## src/hdl/hdlk_pkg.sv

```systemverilog
// constants shared by the data-link count and control block
package hdlk_pkg;
   // register byte offsets on the bus
   localparam logic [11:0] OFF_RXCNT2 = 12'h000;
   localparam logic [11:0] OFF_CTRL3 = 12'h004;
   localparam logic [11:0] OFF_IRQ_STAT = 12'h008;
   localparam logic [11:0] OFF_IRQ_EN = 12'h00C;
   localparam logic [11:0] OFF_IRQ_CLR = 12'h010;
   localparam logic [11:0] OFF_CFG = 12'h014;
   // receive buffer window: one byte per word, 256 words
   localparam logic [1:0] BUF_WIN_TAG = 2'h1;
   // field positions
   localparam int RXCNT_PTR_BIT = 7;
   localparam int CT_AUTO_ABORT_OFF = 6;
   localparam int CT_FCS_OFF = 5;
   localparam int CT_DUP_ON = 4;
   localparam int CT_TX_ABORT = 3;
   localparam int CT_SIG_TYPE = 0;
   localparam int CFG_RX2_MOS = 0;
   localparam int IRQ_RX2_EOT = 0;
   localparam int IRQ_RX2_MSG = 1;
   localparam int IRQ_RX3_DUP = 2;
   localparam int IRQ_RX3_FCS = 3;
   // reset values and masks
   localparam logic [7:0] RXCNT2_RST = 8'h00;
   localparam logic [7:0] CTRL3_RST = 8'h00;
   localparam logic [6:0] CTRL3_MASK = 7'h7F;
   localparam logic [3:0] IRQ_RST = 4'h0;
   localparam logic [6:0] COUNT_ZERO = 7'h00;
   localparam logic [6:0] COUNT_MAX = 7'h7F;
   // ones that follow the leading zero of an automatic abort
   localparam logic [2:0] ABORT_ONES = 3'h7;
   typedef enum logic [2:0]
   {
      TX_PASS = 3'b001,
      TX_ABZ = 3'b010,
      TX_ABO = 3'b100
   } hdlk_tx_e;
endpackage

```

## src/hdl/hdlk_mem.sv

```systemverilog
// two receive message buffers, one write and one registered read port
`timescale 1ns/1ps
`default_nettype none
module hdlk_mem
(
   input wire logic clk_sys,
   input wire logic wr_en,
   input wire logic [7:0] wr_addr,
   input wire logic [7:0] wr_data,
   input wire logic [7:0] rd_addr,
   output logic [7:0] rd_data
);
   logic [7:0] mem [0:255];

   always_ff @(posedge clk_sys)
   begin
      if (wr_en)
      begin
         mem[wr_addr] <= wr_data;
      end
   end

   always_ff @(posedge clk_sys)
   begin
      rd_data <= mem[rd_addr];
   end
endmodule
`default_nettype wire

```

## src/hdl/hdlk_top.sv

```systemverilog
// data-link receive count, buffer pointer and third controller control
//
// Overview of operation
// - pointer bit names buffer with newest message
// - bit-oriented count sets repetitions before end interrupt
// - zero repetition count never raises end interrupt
// - message-oriented count reports received byte total, saturating at 127
// - byte total includes header and check bytes
// - auto abort sends zero then seven ones
// - auto abort off bit suppresses that insertion
// - receive check sequence tested unless off bit
// - duplicate discard drops frames matching held one
// - transmit abort bit forces continuous ones except for the zero of an automatic abort
// - bit zero selects bit or message signaling
//
// Local design decisions: the placing of the registers and the AHB-Lite interface to the registers.
`timescale 1ns/1ps
`default_nettype none
module hdlk_top
   import hdlk_pkg::*;
(
   input wire logic CLK_SYS,
   input wire logic RST,
   input wire logic HSEL,
   input wire logic [31:0] HADDR,
   input wire logic [1:0] HTRANS,
   input wire logic HWRITE,
   input wire logic [2:0] HSIZE,
   input wire logic [31:0] HWDATA,
   input wire logic HREADY,
   output logic [31:0] HRDATA,
   output logic HREADYOUT,
   output logic HRESP,
   output logic IRQ,
   input wire logic RX2_BYTE_VALID,
   input wire logic [7:0] RX2_BYTE,
   input wire logic RX2_FRAME_END,
   input wire logic RX2_BOS_MSG,
   input wire logic RX3_FRAME_END,
   input wire logic RX3_FCS_OK,
   input wire logic [15:0] RX3_SIG,
   input wire logic [6:0] RX3_LEN,
   output logic RX3_KEEP,
   output logic RX3_DROP,
   input wire logic TX3_BIT_EN,
   input wire logic TX3_DATA,
   input wire logic TX3_IN_FRAME,
   output logic TX3_BIT,
   output logic TX3_HOLD,
   output logic TX3_MOS_MODE
);
   function automatic logic [3:0] sticky(input logic [3:0] cur, input logic [3:0] set,
                                         input logic [3:0] clr);
      sticky = (cur & ~clr) | set;
   endfunction

   logic newest_rx_buffer_index;
   logic [6:0] rx_message_count;
   logic [6:0] ctrl3;
   logic cfg_rx2_mos;
   logic [3:0] irq_stat;
   logic [3:0] irq_en;
   logic [3:0] irq_set;
   logic [3:0] irq_clr;
   logic d_wr;
   logic d_rd_buf;
   logic [11:0] d_addr;
   logic [31:0] rd_reg;
   logic [7:0] mem_q;
   logic a_take;
   logic sw_cnt_wr;
   logic [6:0] byte_cnt;
   logic [6:0] reps;
   logic rx_end_of_transfer_irq;
   logic mem_we;
   logic [3:0] d_wdata_lo;
   logic auto_abort_off;
   logic rx_check_sequence_off;
   logic duplicate_discard_on;
   logic tx_abort;
   logic signaling_type_select;
   logic sig_prev;
   logic abort_trig;
   hdlk_tx_e tx_state;
   hdlk_tx_e next_tx_state;
   logic [2:0] ones_cnt;
   logic have_last;
   logic [15:0] last_sig;
   logic [6:0] last_len;
   logic is_dup;
   logic fcs_bad;

   assign auto_abort_off = ctrl3[CT_AUTO_ABORT_OFF];
   assign rx_check_sequence_off = ctrl3[CT_FCS_OFF];
   assign duplicate_discard_on = ctrl3[CT_DUP_ON];
   assign tx_abort = ctrl3[CT_TX_ABORT];
   assign signaling_type_select = ctrl3[CT_SIG_TYPE];

   // bus slave: zero wait states, always OKAY
   assign HREADYOUT = 1'b1;
   assign HRESP = 1'b0;
   assign a_take = HSEL && HTRANS[1] && HREADY;
   assign d_wdata_lo = HWDATA[3:0];

   always_ff @(posedge CLK_SYS)
   begin
      if (RST)
      begin
         d_wr <= 1'b0;
         d_rd_buf <= 1'b0;
         d_addr <= 12'h000;
      end
      else
      begin
         d_wr <= a_take && HWRITE;
         d_rd_buf <= a_take && !HWRITE && (HADDR[11:10] == BUF_WIN_TAG);
         d_addr <= HADDR[11:0];
      end
   end

   always_ff @(posedge CLK_SYS)
   begin
      if (RST)
      begin
         rd_reg <= 32'h0000_0000;
      end
      else if (a_take && !HWRITE)
      begin
         case (HADDR[11:0])
            OFF_RXCNT2: rd_reg <= {24'h000000, newest_rx_buffer_index, rx_message_count};
            OFF_CTRL3: rd_reg <= {25'h0000000, ctrl3};
            OFF_IRQ_STAT: rd_reg <= {28'h0000000, irq_stat};
            OFF_IRQ_EN: rd_reg <= {28'h0000000, irq_en};
            OFF_CFG: rd_reg <= {31'h00000000, cfg_rx2_mos};
            default: rd_reg <= 32'h0000_0000;
         endcase
      end
   end

   assign HRDATA = d_rd_buf ? {24'h000000, mem_q} : rd_reg;

   always_ff @(posedge CLK_SYS)
   begin
      if (RST)
      begin
         ctrl3 <= CTRL3_RST[6:0];
         cfg_rx2_mos <= 1'b0;
         irq_en <= IRQ_RST;
      end
      else if (d_wr)
      begin
         // reserved top bit is not stored and reads zero
         if (d_addr == OFF_CTRL3)
         begin
            ctrl3 <= HWDATA[6:0] & CTRL3_MASK;
         end
         if (d_addr == OFF_CFG)
         begin
            cfg_rx2_mos <= HWDATA[CFG_RX2_MOS];
         end
         if (d_addr == OFF_IRQ_EN)
         begin
            irq_en <= d_wdata_lo;
         end
      end
   end

   // receive controller two: bytes go to the buffer that is not newest
   assign sw_cnt_wr = d_wr && (d_addr == OFF_RXCNT2);
   assign mem_we = RX2_BYTE_VALID && cfg_rx2_mos && (byte_cnt != COUNT_MAX);

   hdlk_mem u_mem
   (
      .clk_sys(CLK_SYS),
      .wr_en(mem_we),
      .wr_addr({!newest_rx_buffer_index, byte_cnt}),
      .wr_data(RX2_BYTE),
      .rd_addr(HADDR[9:2]),
      .rd_data(mem_q)
   );

   // every byte delivered in message mode up to 127 counts, header and check bytes alike
   always_ff @(posedge CLK_SYS)
   begin
      if (RST || RX2_FRAME_END)
      begin
         byte_cnt <= COUNT_ZERO;
      end
      else if (mem_we)
      begin
         byte_cnt <= byte_cnt + 7'h01;
      end
   end

   // hardware update wins over a software write in the same cycle
   always_ff @(posedge CLK_SYS)
   begin
      if (RST)
      begin
         newest_rx_buffer_index <= RXCNT2_RST[RXCNT_PTR_BIT];
         rx_message_count <= RXCNT2_RST[6:0];
      end
      else if (RX2_FRAME_END && cfg_rx2_mos)
      begin
         newest_rx_buffer_index <= !newest_rx_buffer_index;
         rx_message_count <= byte_cnt;
      end
      else if (sw_cnt_wr)
      begin
         newest_rx_buffer_index <= HWDATA[RXCNT_PTR_BIT];
         rx_message_count <= HWDATA[6:0];
      end
   end

   // bit-oriented repetitions, the count field holds the target
   assign rx_end_of_transfer_irq = RX2_BOS_MSG && !cfg_rx2_mos
      && (rx_message_count != COUNT_ZERO)
      && (reps == rx_message_count - 7'h01);

   always_ff @(posedge CLK_SYS)
   begin
      if (RST || cfg_rx2_mos || sw_cnt_wr || rx_end_of_transfer_irq)
      begin
         reps <= COUNT_ZERO;
      end
      else if (RX2_BOS_MSG && reps != COUNT_MAX)
      begin
         reps <= reps + 7'h01;
      end
   end

   // receive controller three: check sequence and duplicate filter
   assign fcs_bad = !rx_check_sequence_off && !RX3_FCS_OK;
   assign is_dup = duplicate_discard_on && have_last && (RX3_SIG == last_sig)
      && (RX3_LEN == last_len);

   always_ff @(posedge CLK_SYS)
   begin
      if (RST)
      begin
         RX3_KEEP <= 1'b0;
         RX3_DROP <= 1'b0;
      end
      else
      begin
         RX3_KEEP <= RX3_FRAME_END && !fcs_bad && !is_dup;
         RX3_DROP <= RX3_FRAME_END && (fcs_bad || is_dup);
      end
   end

   always_ff @(posedge CLK_SYS)
   begin
      if (RST)
      begin
         have_last <= 1'b0;
         last_sig <= 16'h0000;
         last_len <= COUNT_ZERO;
      end
      else if (RX3_FRAME_END && !fcs_bad && !is_dup)
      begin
         have_last <= 1'b1;
         last_sig <= RX3_SIG;
         last_len <= RX3_LEN;
      end
   end

   // interrupts: set beats clear in the same cycle
   assign irq_set = {RX3_FRAME_END && fcs_bad, RX3_FRAME_END && !fcs_bad && is_dup,
                     RX2_FRAME_END && cfg_rx2_mos, rx_end_of_transfer_irq};
   assign irq_clr = (d_wr && d_addr == OFF_IRQ_CLR) ? d_wdata_lo : 4'h0;

   always_ff @(posedge CLK_SYS)
   begin
      if (RST)
      begin
         irq_stat <= IRQ_RST;
      end
      else
      begin
         irq_stat <= sticky(irq_stat, irq_set, irq_clr);
      end
   end

   assign IRQ = |(irq_stat & irq_en);

   // transmit controller three
   assign TX3_MOS_MODE = signaling_type_select;
   assign abort_trig = sig_prev && !signaling_type_select && TX3_IN_FRAME
      && !auto_abort_off;

   always_ff @(posedge CLK_SYS)
   begin
      if (RST)
      begin
         sig_prev <= 1'b0;
      end
      else
      begin
         sig_prev <= signaling_type_select;
      end
   end

   always_comb
   begin
      next_tx_state = tx_state;
      case (tx_state)
         TX_PASS:
         begin
            if (abort_trig)
            begin
               next_tx_state = TX_ABZ;
            end
         end
         TX_ABZ:
         begin
            if (TX3_BIT_EN)
            begin
               next_tx_state = TX_ABO;
            end
         end
         TX_ABO:
         begin
            if (TX3_BIT_EN && ones_cnt == ABORT_ONES - 3'h1)
            begin
               next_tx_state = TX_PASS;
            end
         end
         default: next_tx_state = TX_PASS;
      endcase
   end

   always_ff @(posedge CLK_SYS)
   begin
      if (RST)
      begin
         tx_state <= TX_PASS;
      end
      else
      begin
         tx_state <= next_tx_state;
      end
   end

   always_ff @(posedge CLK_SYS)
   begin
      if (RST || tx_state != TX_ABO)
      begin
         ones_cnt <= 3'h0;
      end
      else if (TX3_BIT_EN)
      begin
         ones_cnt <= ones_cnt + 3'h1;
      end
   end

   always_ff @(posedge CLK_SYS)
   begin
      if (RST)
      begin
         TX3_BIT <= 1'b1;
      end
      else if (TX3_BIT_EN)
      begin
         case (tx_state)
            TX_ABZ: TX3_BIT <= 1'b0;
            TX_ABO: TX3_BIT <= 1'b1;
            default: TX3_BIT <= tx_abort ? 1'b1 : TX3_DATA;
         endcase
      end
   end

   assign TX3_HOLD = (tx_state != TX_PASS);

   // checks
   property p_ptr;
      @(posedge CLK_SYS) disable iff (RST)
      RX2_FRAME_END && cfg_rx2_mos |=> newest_rx_buffer_index != $past(newest_rx_buffer_index);
   endproperty
   a_ptr: assert property (p_ptr) else $error("pointer did not flip");

   property p_cnt;
      @(posedge CLK_SYS) disable iff (RST)
      RX2_FRAME_END && cfg_rx2_mos |=> rx_message_count == $past(byte_cnt) && byte_cnt == 7'h00;
   endproperty
   a_cnt: assert property (p_cnt) else $error("count not latched at end");

   property p_bytes;
      @(posedge CLK_SYS) disable iff (RST)
      mem_we && !RX2_FRAME_END |=> byte_cnt == $past(byte_cnt) + 7'h01;
   endproperty
   a_bytes: assert property (p_bytes) else $error("byte not counted");

   property p_eot;
      @(posedge CLK_SYS) disable iff (RST)
      RX2_BOS_MSG && !cfg_rx2_mos && rx_message_count != 7'h00
      && reps == rx_message_count - 7'h01 |=> irq_stat[IRQ_RX2_EOT] && reps == 7'h00;
   endproperty
   a_eot: assert property (p_eot) else $error("end interrupt missing");

   property p_noeot;
      @(posedge CLK_SYS) disable iff (RST)
      rx_message_count == 7'h00 |-> !rx_end_of_transfer_irq;
   endproperty
   a_noeot: assert property (p_noeot) else $error("end raised with zero count");

   property p_abort;
      @(posedge CLK_SYS) disable iff (RST)
      tx_state == TX_ABZ && TX3_BIT_EN |=> !TX3_BIT && tx_state == TX_ABO;
   endproperty
   a_abort: assert property (p_abort) else $error("abort zero missing");

   property p_noauto;
      @(posedge CLK_SYS) disable iff (RST)
      auto_abort_off && tx_state == TX_PASS |=> tx_state != TX_ABZ;
   endproperty
   a_noauto: assert property (p_noauto) else $error("abort despite off bit");

   property p_fcs;
      @(posedge CLK_SYS) disable iff (RST)
      RX3_FRAME_END && !rx_check_sequence_off && !RX3_FCS_OK |=> RX3_DROP && !RX3_KEEP;
   endproperty
   a_fcs: assert property (p_fcs) else $error("bad frame kept");

   property p_dup;
      @(posedge CLK_SYS) disable iff (RST)
      RX3_FRAME_END && !duplicate_discard_on && (rx_check_sequence_off || RX3_FCS_OK)
      |=> RX3_KEEP;
   endproperty
   a_dup: assert property (p_dup) else $error("frame dropped with discard off");

   property p_txab;
      @(posedge CLK_SYS) disable iff (RST)
      tx_abort && tx_state == TX_PASS && TX3_BIT_EN |=> TX3_BIT;
   endproperty
   a_txab: assert property (p_txab) else $error("abort ones not sent");

   c_msg: cover property (@(posedge CLK_SYS) disable iff (RST) RX2_FRAME_END && cfg_rx2_mos);
   c_eot: cover property (@(posedge CLK_SYS) disable iff (RST) rx_end_of_transfer_irq);
   c_auto: cover property (@(posedge CLK_SYS) disable iff (RST) abort_trig);
   c_dup: cover property (@(posedge CLK_SYS) disable iff (RST) RX3_FRAME_END && is_dup);
endmodule
`default_nettype wire

```

## config.mk

```make
export PLATFORM = sky130hd
export DESIGN_NAME = hdlk_top
export DESIGN_NICKNAME = d
export VERILOG_FILES = /design/src/hdl/hdlk_pkg.sv /design/src/hdl/hdlk_mem.sv /design/src/hdl/hdlk_top.sv
export SDC_FILE = /design/constraint.sdc
export NUM_CORES = 2
export LEC_CHECK = 0
export BUFFER_PORTS_ARGS = -buffer_cell sky130_fd_sc_hd__clkbuf_2
export CAP_MARGIN = 20
export CORE_MARGIN = 2
export CORE_UTILIZATION = 30
export DETAILED_ROUTE_END_ITERATION = 12
export PLACE_DENSITY = 0.46
export SYNTH_ARGS = -nofsm -noshare
export SYNTH_HDL_FRONTEND = slang
export SYNTH_SLANG_ARGS = --single-unit
export TNS_END_PERCENT = 1
```

## constraint.sdc

```tcl
create_clock -name CLK_SYS -period 2.7 [get_ports CLK_SYS]
set_clock_uncertainty 0.1 [all_clocks]
set_input_delay 0 -clock CLK_SYS [delete_from_list [all_inputs] [get_ports CLK_SYS]]
set_output_delay 0 -clock CLK_SYS [all_outputs]
set_load 0.03 [all_outputs]
```

==> flow_metrics.env <==
export IMPL_postRouteAntennaNets=0
export IMPL_critPathSlowestCell="nor2b_4"
export IMPL_vias_per_cell=5.02
export IMPL_cp_common_cell="buf_4"
export IMPL_clk_latency_ns=0.88
export IMPL_first_global_vias=45769
export IMPL_cts_max_level=4
export IMPL_synth_avg_cell_area_um2=20.0
export IMPL_critPathCaptureType="register"
export IMPL_ys_seq_elements=2150
export IMPL_fill_cells=25690
export IMPL_cts_buffers=228
export IMPL_placed_cell_area_um2=94400
export IMPL_crit_arrival_ns=3.46
export IMPL_seq_area_frac_synth_pct=75.7
export IMPL_path_delay_family="buffers and inverters"
export IMPL_crit_buf_inv=5
export IMPL_r2r_setup_slack_ns=0.06
export IMPL_grt_start_max_net_pins=128
export IMPL_ioPinCount=153
export IMPL_drc=0
export IMPL_drv_cap=0
export IMPL_largestRegisters="u_mem.mem: 2048 flops, last_sig: 16 flops, d_addr: 12 flops"
export IMPL_peakVddDrop_mv=0.708
export IMPL_start_util_pct=30.1
export IMPL_p_leak_nw=33.9
export IMPL_yosysUniqueCellTypes=72
export IMPL_fin_util_pct=36.9
export IMPL_cts_buffer_depth=3
export IMPL_postCtsSetupBuffers=0
export IMPL_cts_sinks=2150
export IMPL_fin_cells=9056
export IMPL_startpoint_type="input pin"
export IMPL_cp_cell_sequence="dlygate4sd3_1, buf_4, buf_12, nor2b_4, buf_4, a22oi_1, a21oi_1, nor4_1, buf_4, a211oi_2, a31o_1"
export IMPL_regMostFlops="u_mem.mem"
export IMPL_grt_usage_pct=18.4
export IMPL_status="finished, violations left"
export IMPL_cts_tree="done"
export IMPL_hold_depth=5
export IMPL_power_density_nw_per_um2=692
export IMPL_rsz0062_at_grt="no"
export IMPL_timing_final_crit_period_ns=2.74
export IMPL_synthArstFlopShare_pct=0
export IMPL_root_buffer="clkbuf_16"
export IMPL_port_buffers=78
export IMPL_vias=45486
export IMPL_path_class="in2reg"
export IMPL_nNetsFinal=5257
export IMPL_synth_edff_count=2048
export IMPL_place_ws_ns=-0.610
export IMPL_syn_to_final_growth_pct=22.6
export IMPL_place_inst=8508
export IMPL_place_hpwl_um=174000
export IMPL_die_h_um=533
export IMPL_rr_worst_depth=6
export IMPL_setup_tns_ns=-0.0882
export IMPL_largest_reg_flops=2048
export IMPL_cp_max_fo=24
export IMPL_drv_slew=0
export IMPL_yosys_warnings=0
export IMPL_tightest_slew_ns=1.01
export IMPL_cp_required_ns=3.42
export IMPL_clock_fmax_ghz=0.366
export IMPL_wl_per_cell_um=29.3
export IMPL_drtIter0Drc=4834
export IMPL_fin_crit_sh_pct=101
export IMPL_whs_ns=0.111
export IMPL_grt_pass1_wl_um=369000
export IMPL_drt_total_wl_um=265000
export IMPL_grt_antenna_before_repair=22
export IMPL_setup_viol=4
export IMPL_syn_cell_area_um2=84000
export IMPL_synth_cells=4204
export IMPL_max_stage_delay_ns=0.85
export IMPL_critical_path_cell_count=11
export IMPL_total_power_mw=71.3
export IMPL_chipWidth_um=533
export IMPL_maxSlewHeadroom_pct=33.0
export IMPL_rows=194
export IMPL_drive_above_1_share_pct=31.1
export IMPL_violations="negative setup slack"
export IMPL_grt_ovfl_total=0
export IMPL_final_area_um2=103000
export IMPL_die_area_um2=284000
export IMPL_finalWorstSetupSlack_ns=-0.0357
export IMPL_first_pass_iters=6
export IMPL_core_um2=279000
export IMPL_place_congestion=0.847
export IMPL_path_clk_slew_ns=0.06
export IMPL_hold_class="in2reg"
export IMPL_synth_ff_type="edfxtp_1"
export IMPL_hold_viol=0
[repair_timing]
action                                 4_1_cts  5_1_grt
setup endpoints to repair                    2       90
hold buffers                               121        0
endpoints found under the hold margin     1960        0
resized for setup                            2        4
pin swaps                                    0        0
[worst register-to-register path: cells and delay by family, from the launching register on]
family                 cells  cell delay, ns
buffers and inverters      1            0.21
multiplexers               2            1.01
AO/OA/AOI/OAI              2            0.64
AND/OR/NAND/NOR            1            0.23
flip-flops                 1            0.36
[synth_stat cells, types with 5 or more instances]
master / instances / area (um^2)
nor3_1: 28 / 140
buf_2: 59 / 295
o221ai_1: 9 / 78.8
o21ai_1: 5 / 25.0
mux2i_1: 169 / 1690
o211ai_1: 9 / 67.6
mux2_2: 16 / 180
inv_1: 20 / 75.1
o21ai_0: 30 / 150
a22oi_1: 137 / 1030
nand4_1: 14 / 87.6
o22ai_1: 11 / 68.8
nand2b_1: 8 / 50.1
a21oi_1: 91 / 455
xnor2_1: 15 / 131
and2_1: 7 / 43.8
buf_4: 73 / 548
a221oi_1: 14 / 123
nand3_1: 40 / 200
a31oi_1: 7 / 43.8
mux4_2: 469 / 10600
clkbuf_1: 94 / 353
dfxtp_1: 102 / 2040
a22o_1: 13 / 114
ha_1: 9 / 113
mux4_1: 9 / 236
buf_1: 13 / 48.8
o32ai_1: 6 / 52.6
xor2_1: 30 / 263
edfxtp_1: 2048 / 61500
buf_6: 27 / 304
nor4_1: 12 / 75.1
a211oi_1: 19 / 143
a32oi_1: 10 / 87.6
nor2_1: 370 / 1390
nor2b_1: 24 / 150
nand2_1: 117 / 439
[cell families (layout without fill, tap and decap cells)]
group | after synthesis | in the layout | synth area share, %
and+or+nand+nor | 648 | 648 | 3.33
DFF | 2150 | 2150 | 75.7
other | 2 | 47 | 0.00894
muxes | 663 | 663 | 15.1
buffers and inverters | 291 | 1374 | 2.03
xor gates and xnor gates | 45 | 45 | 0.469
adders and majority gates | 9 | 9 | 0.134
AOI/OAI and AO/OA | 396 | 396 | 3.29
[report_power, final]
part	switching, mW	total, mW	internal [mW]
clock	13.3	30.5	17.2
sequential	0.0713	36.6	36.5
combinational	2.54	4.16	1.62
total	15.9	71.3	55.4
[final cells by class]
cell class	count	area, um^2	area share (%)
Antenna cell	5	12.5	0.0122
Clock buffer	287	6070	5.89
Clock inverter	135	1170	1.14
Inverter	21	78.8	0.0766
Multi-Input combinational cell	1803	19000	18.5
Sequential cell	2150	63500	61.7
Tap cell	3724	4660	4.53
Timing Repair Buffer	931	8400	8.16
[path summary, 6_finish.rpt]
path                      endpoint         startpoint
setup / recovery  u_mem.rd_data[3]           HADDR[5]
hold / removal           d_addr[3]           HADDR[3]
setup reg to reg  u_mem.rd_data[4]  u_mem.mem[191][4]
hold reg to reg          have_last          have_last
[layer usage]
layer | track usage, % | wire [um] | up-vias
met5 | 0 | 9 | -
met4 | 4.76 | 6100 | 2
met3 | 2.83 | 16400 | 306
met2 | 29.4 | 125000 | 1632
met1 | 26.1 | 118000 | 24468
li1 | - | - | 19078
[cells in the final DEF, fill, tap and decap left out, drive strengths merged, types with 5 or more instances in the layout]
cell         netlist  final
o22ai             11     11
nor3              29     29
o211ai             9      9
a21oi             91     91
inv               20     32
clkbuf            94    359
o21ai             35     35
conb               2     42
nand3             40     40
clkinvlp           0      8
a221oi            17     17
diode              0      5
nor2             370    370
nor4              12     12
mux2i            169    169
a32oi             10     10
o221ai             9      9
o32ai              6      6
dfxtp            102    102
nor2b             25     25
mux4             478    478
xor2              30     30
a22oi            137    137
clkinv             1    102
nand2            117    117
bufinv             0     14
a22o              13     13
xnor2             15     15
ha                 9      9
buf              176    738
and2               7      7
a31oi              7      7
dlygate4sd3        0    121
mux2              16     16
a211oi            19     19
nand4             14     14
nand2b             8      8
edfxtp          2048   2048
Note: power is estimated with default switching activity, not from simulation.
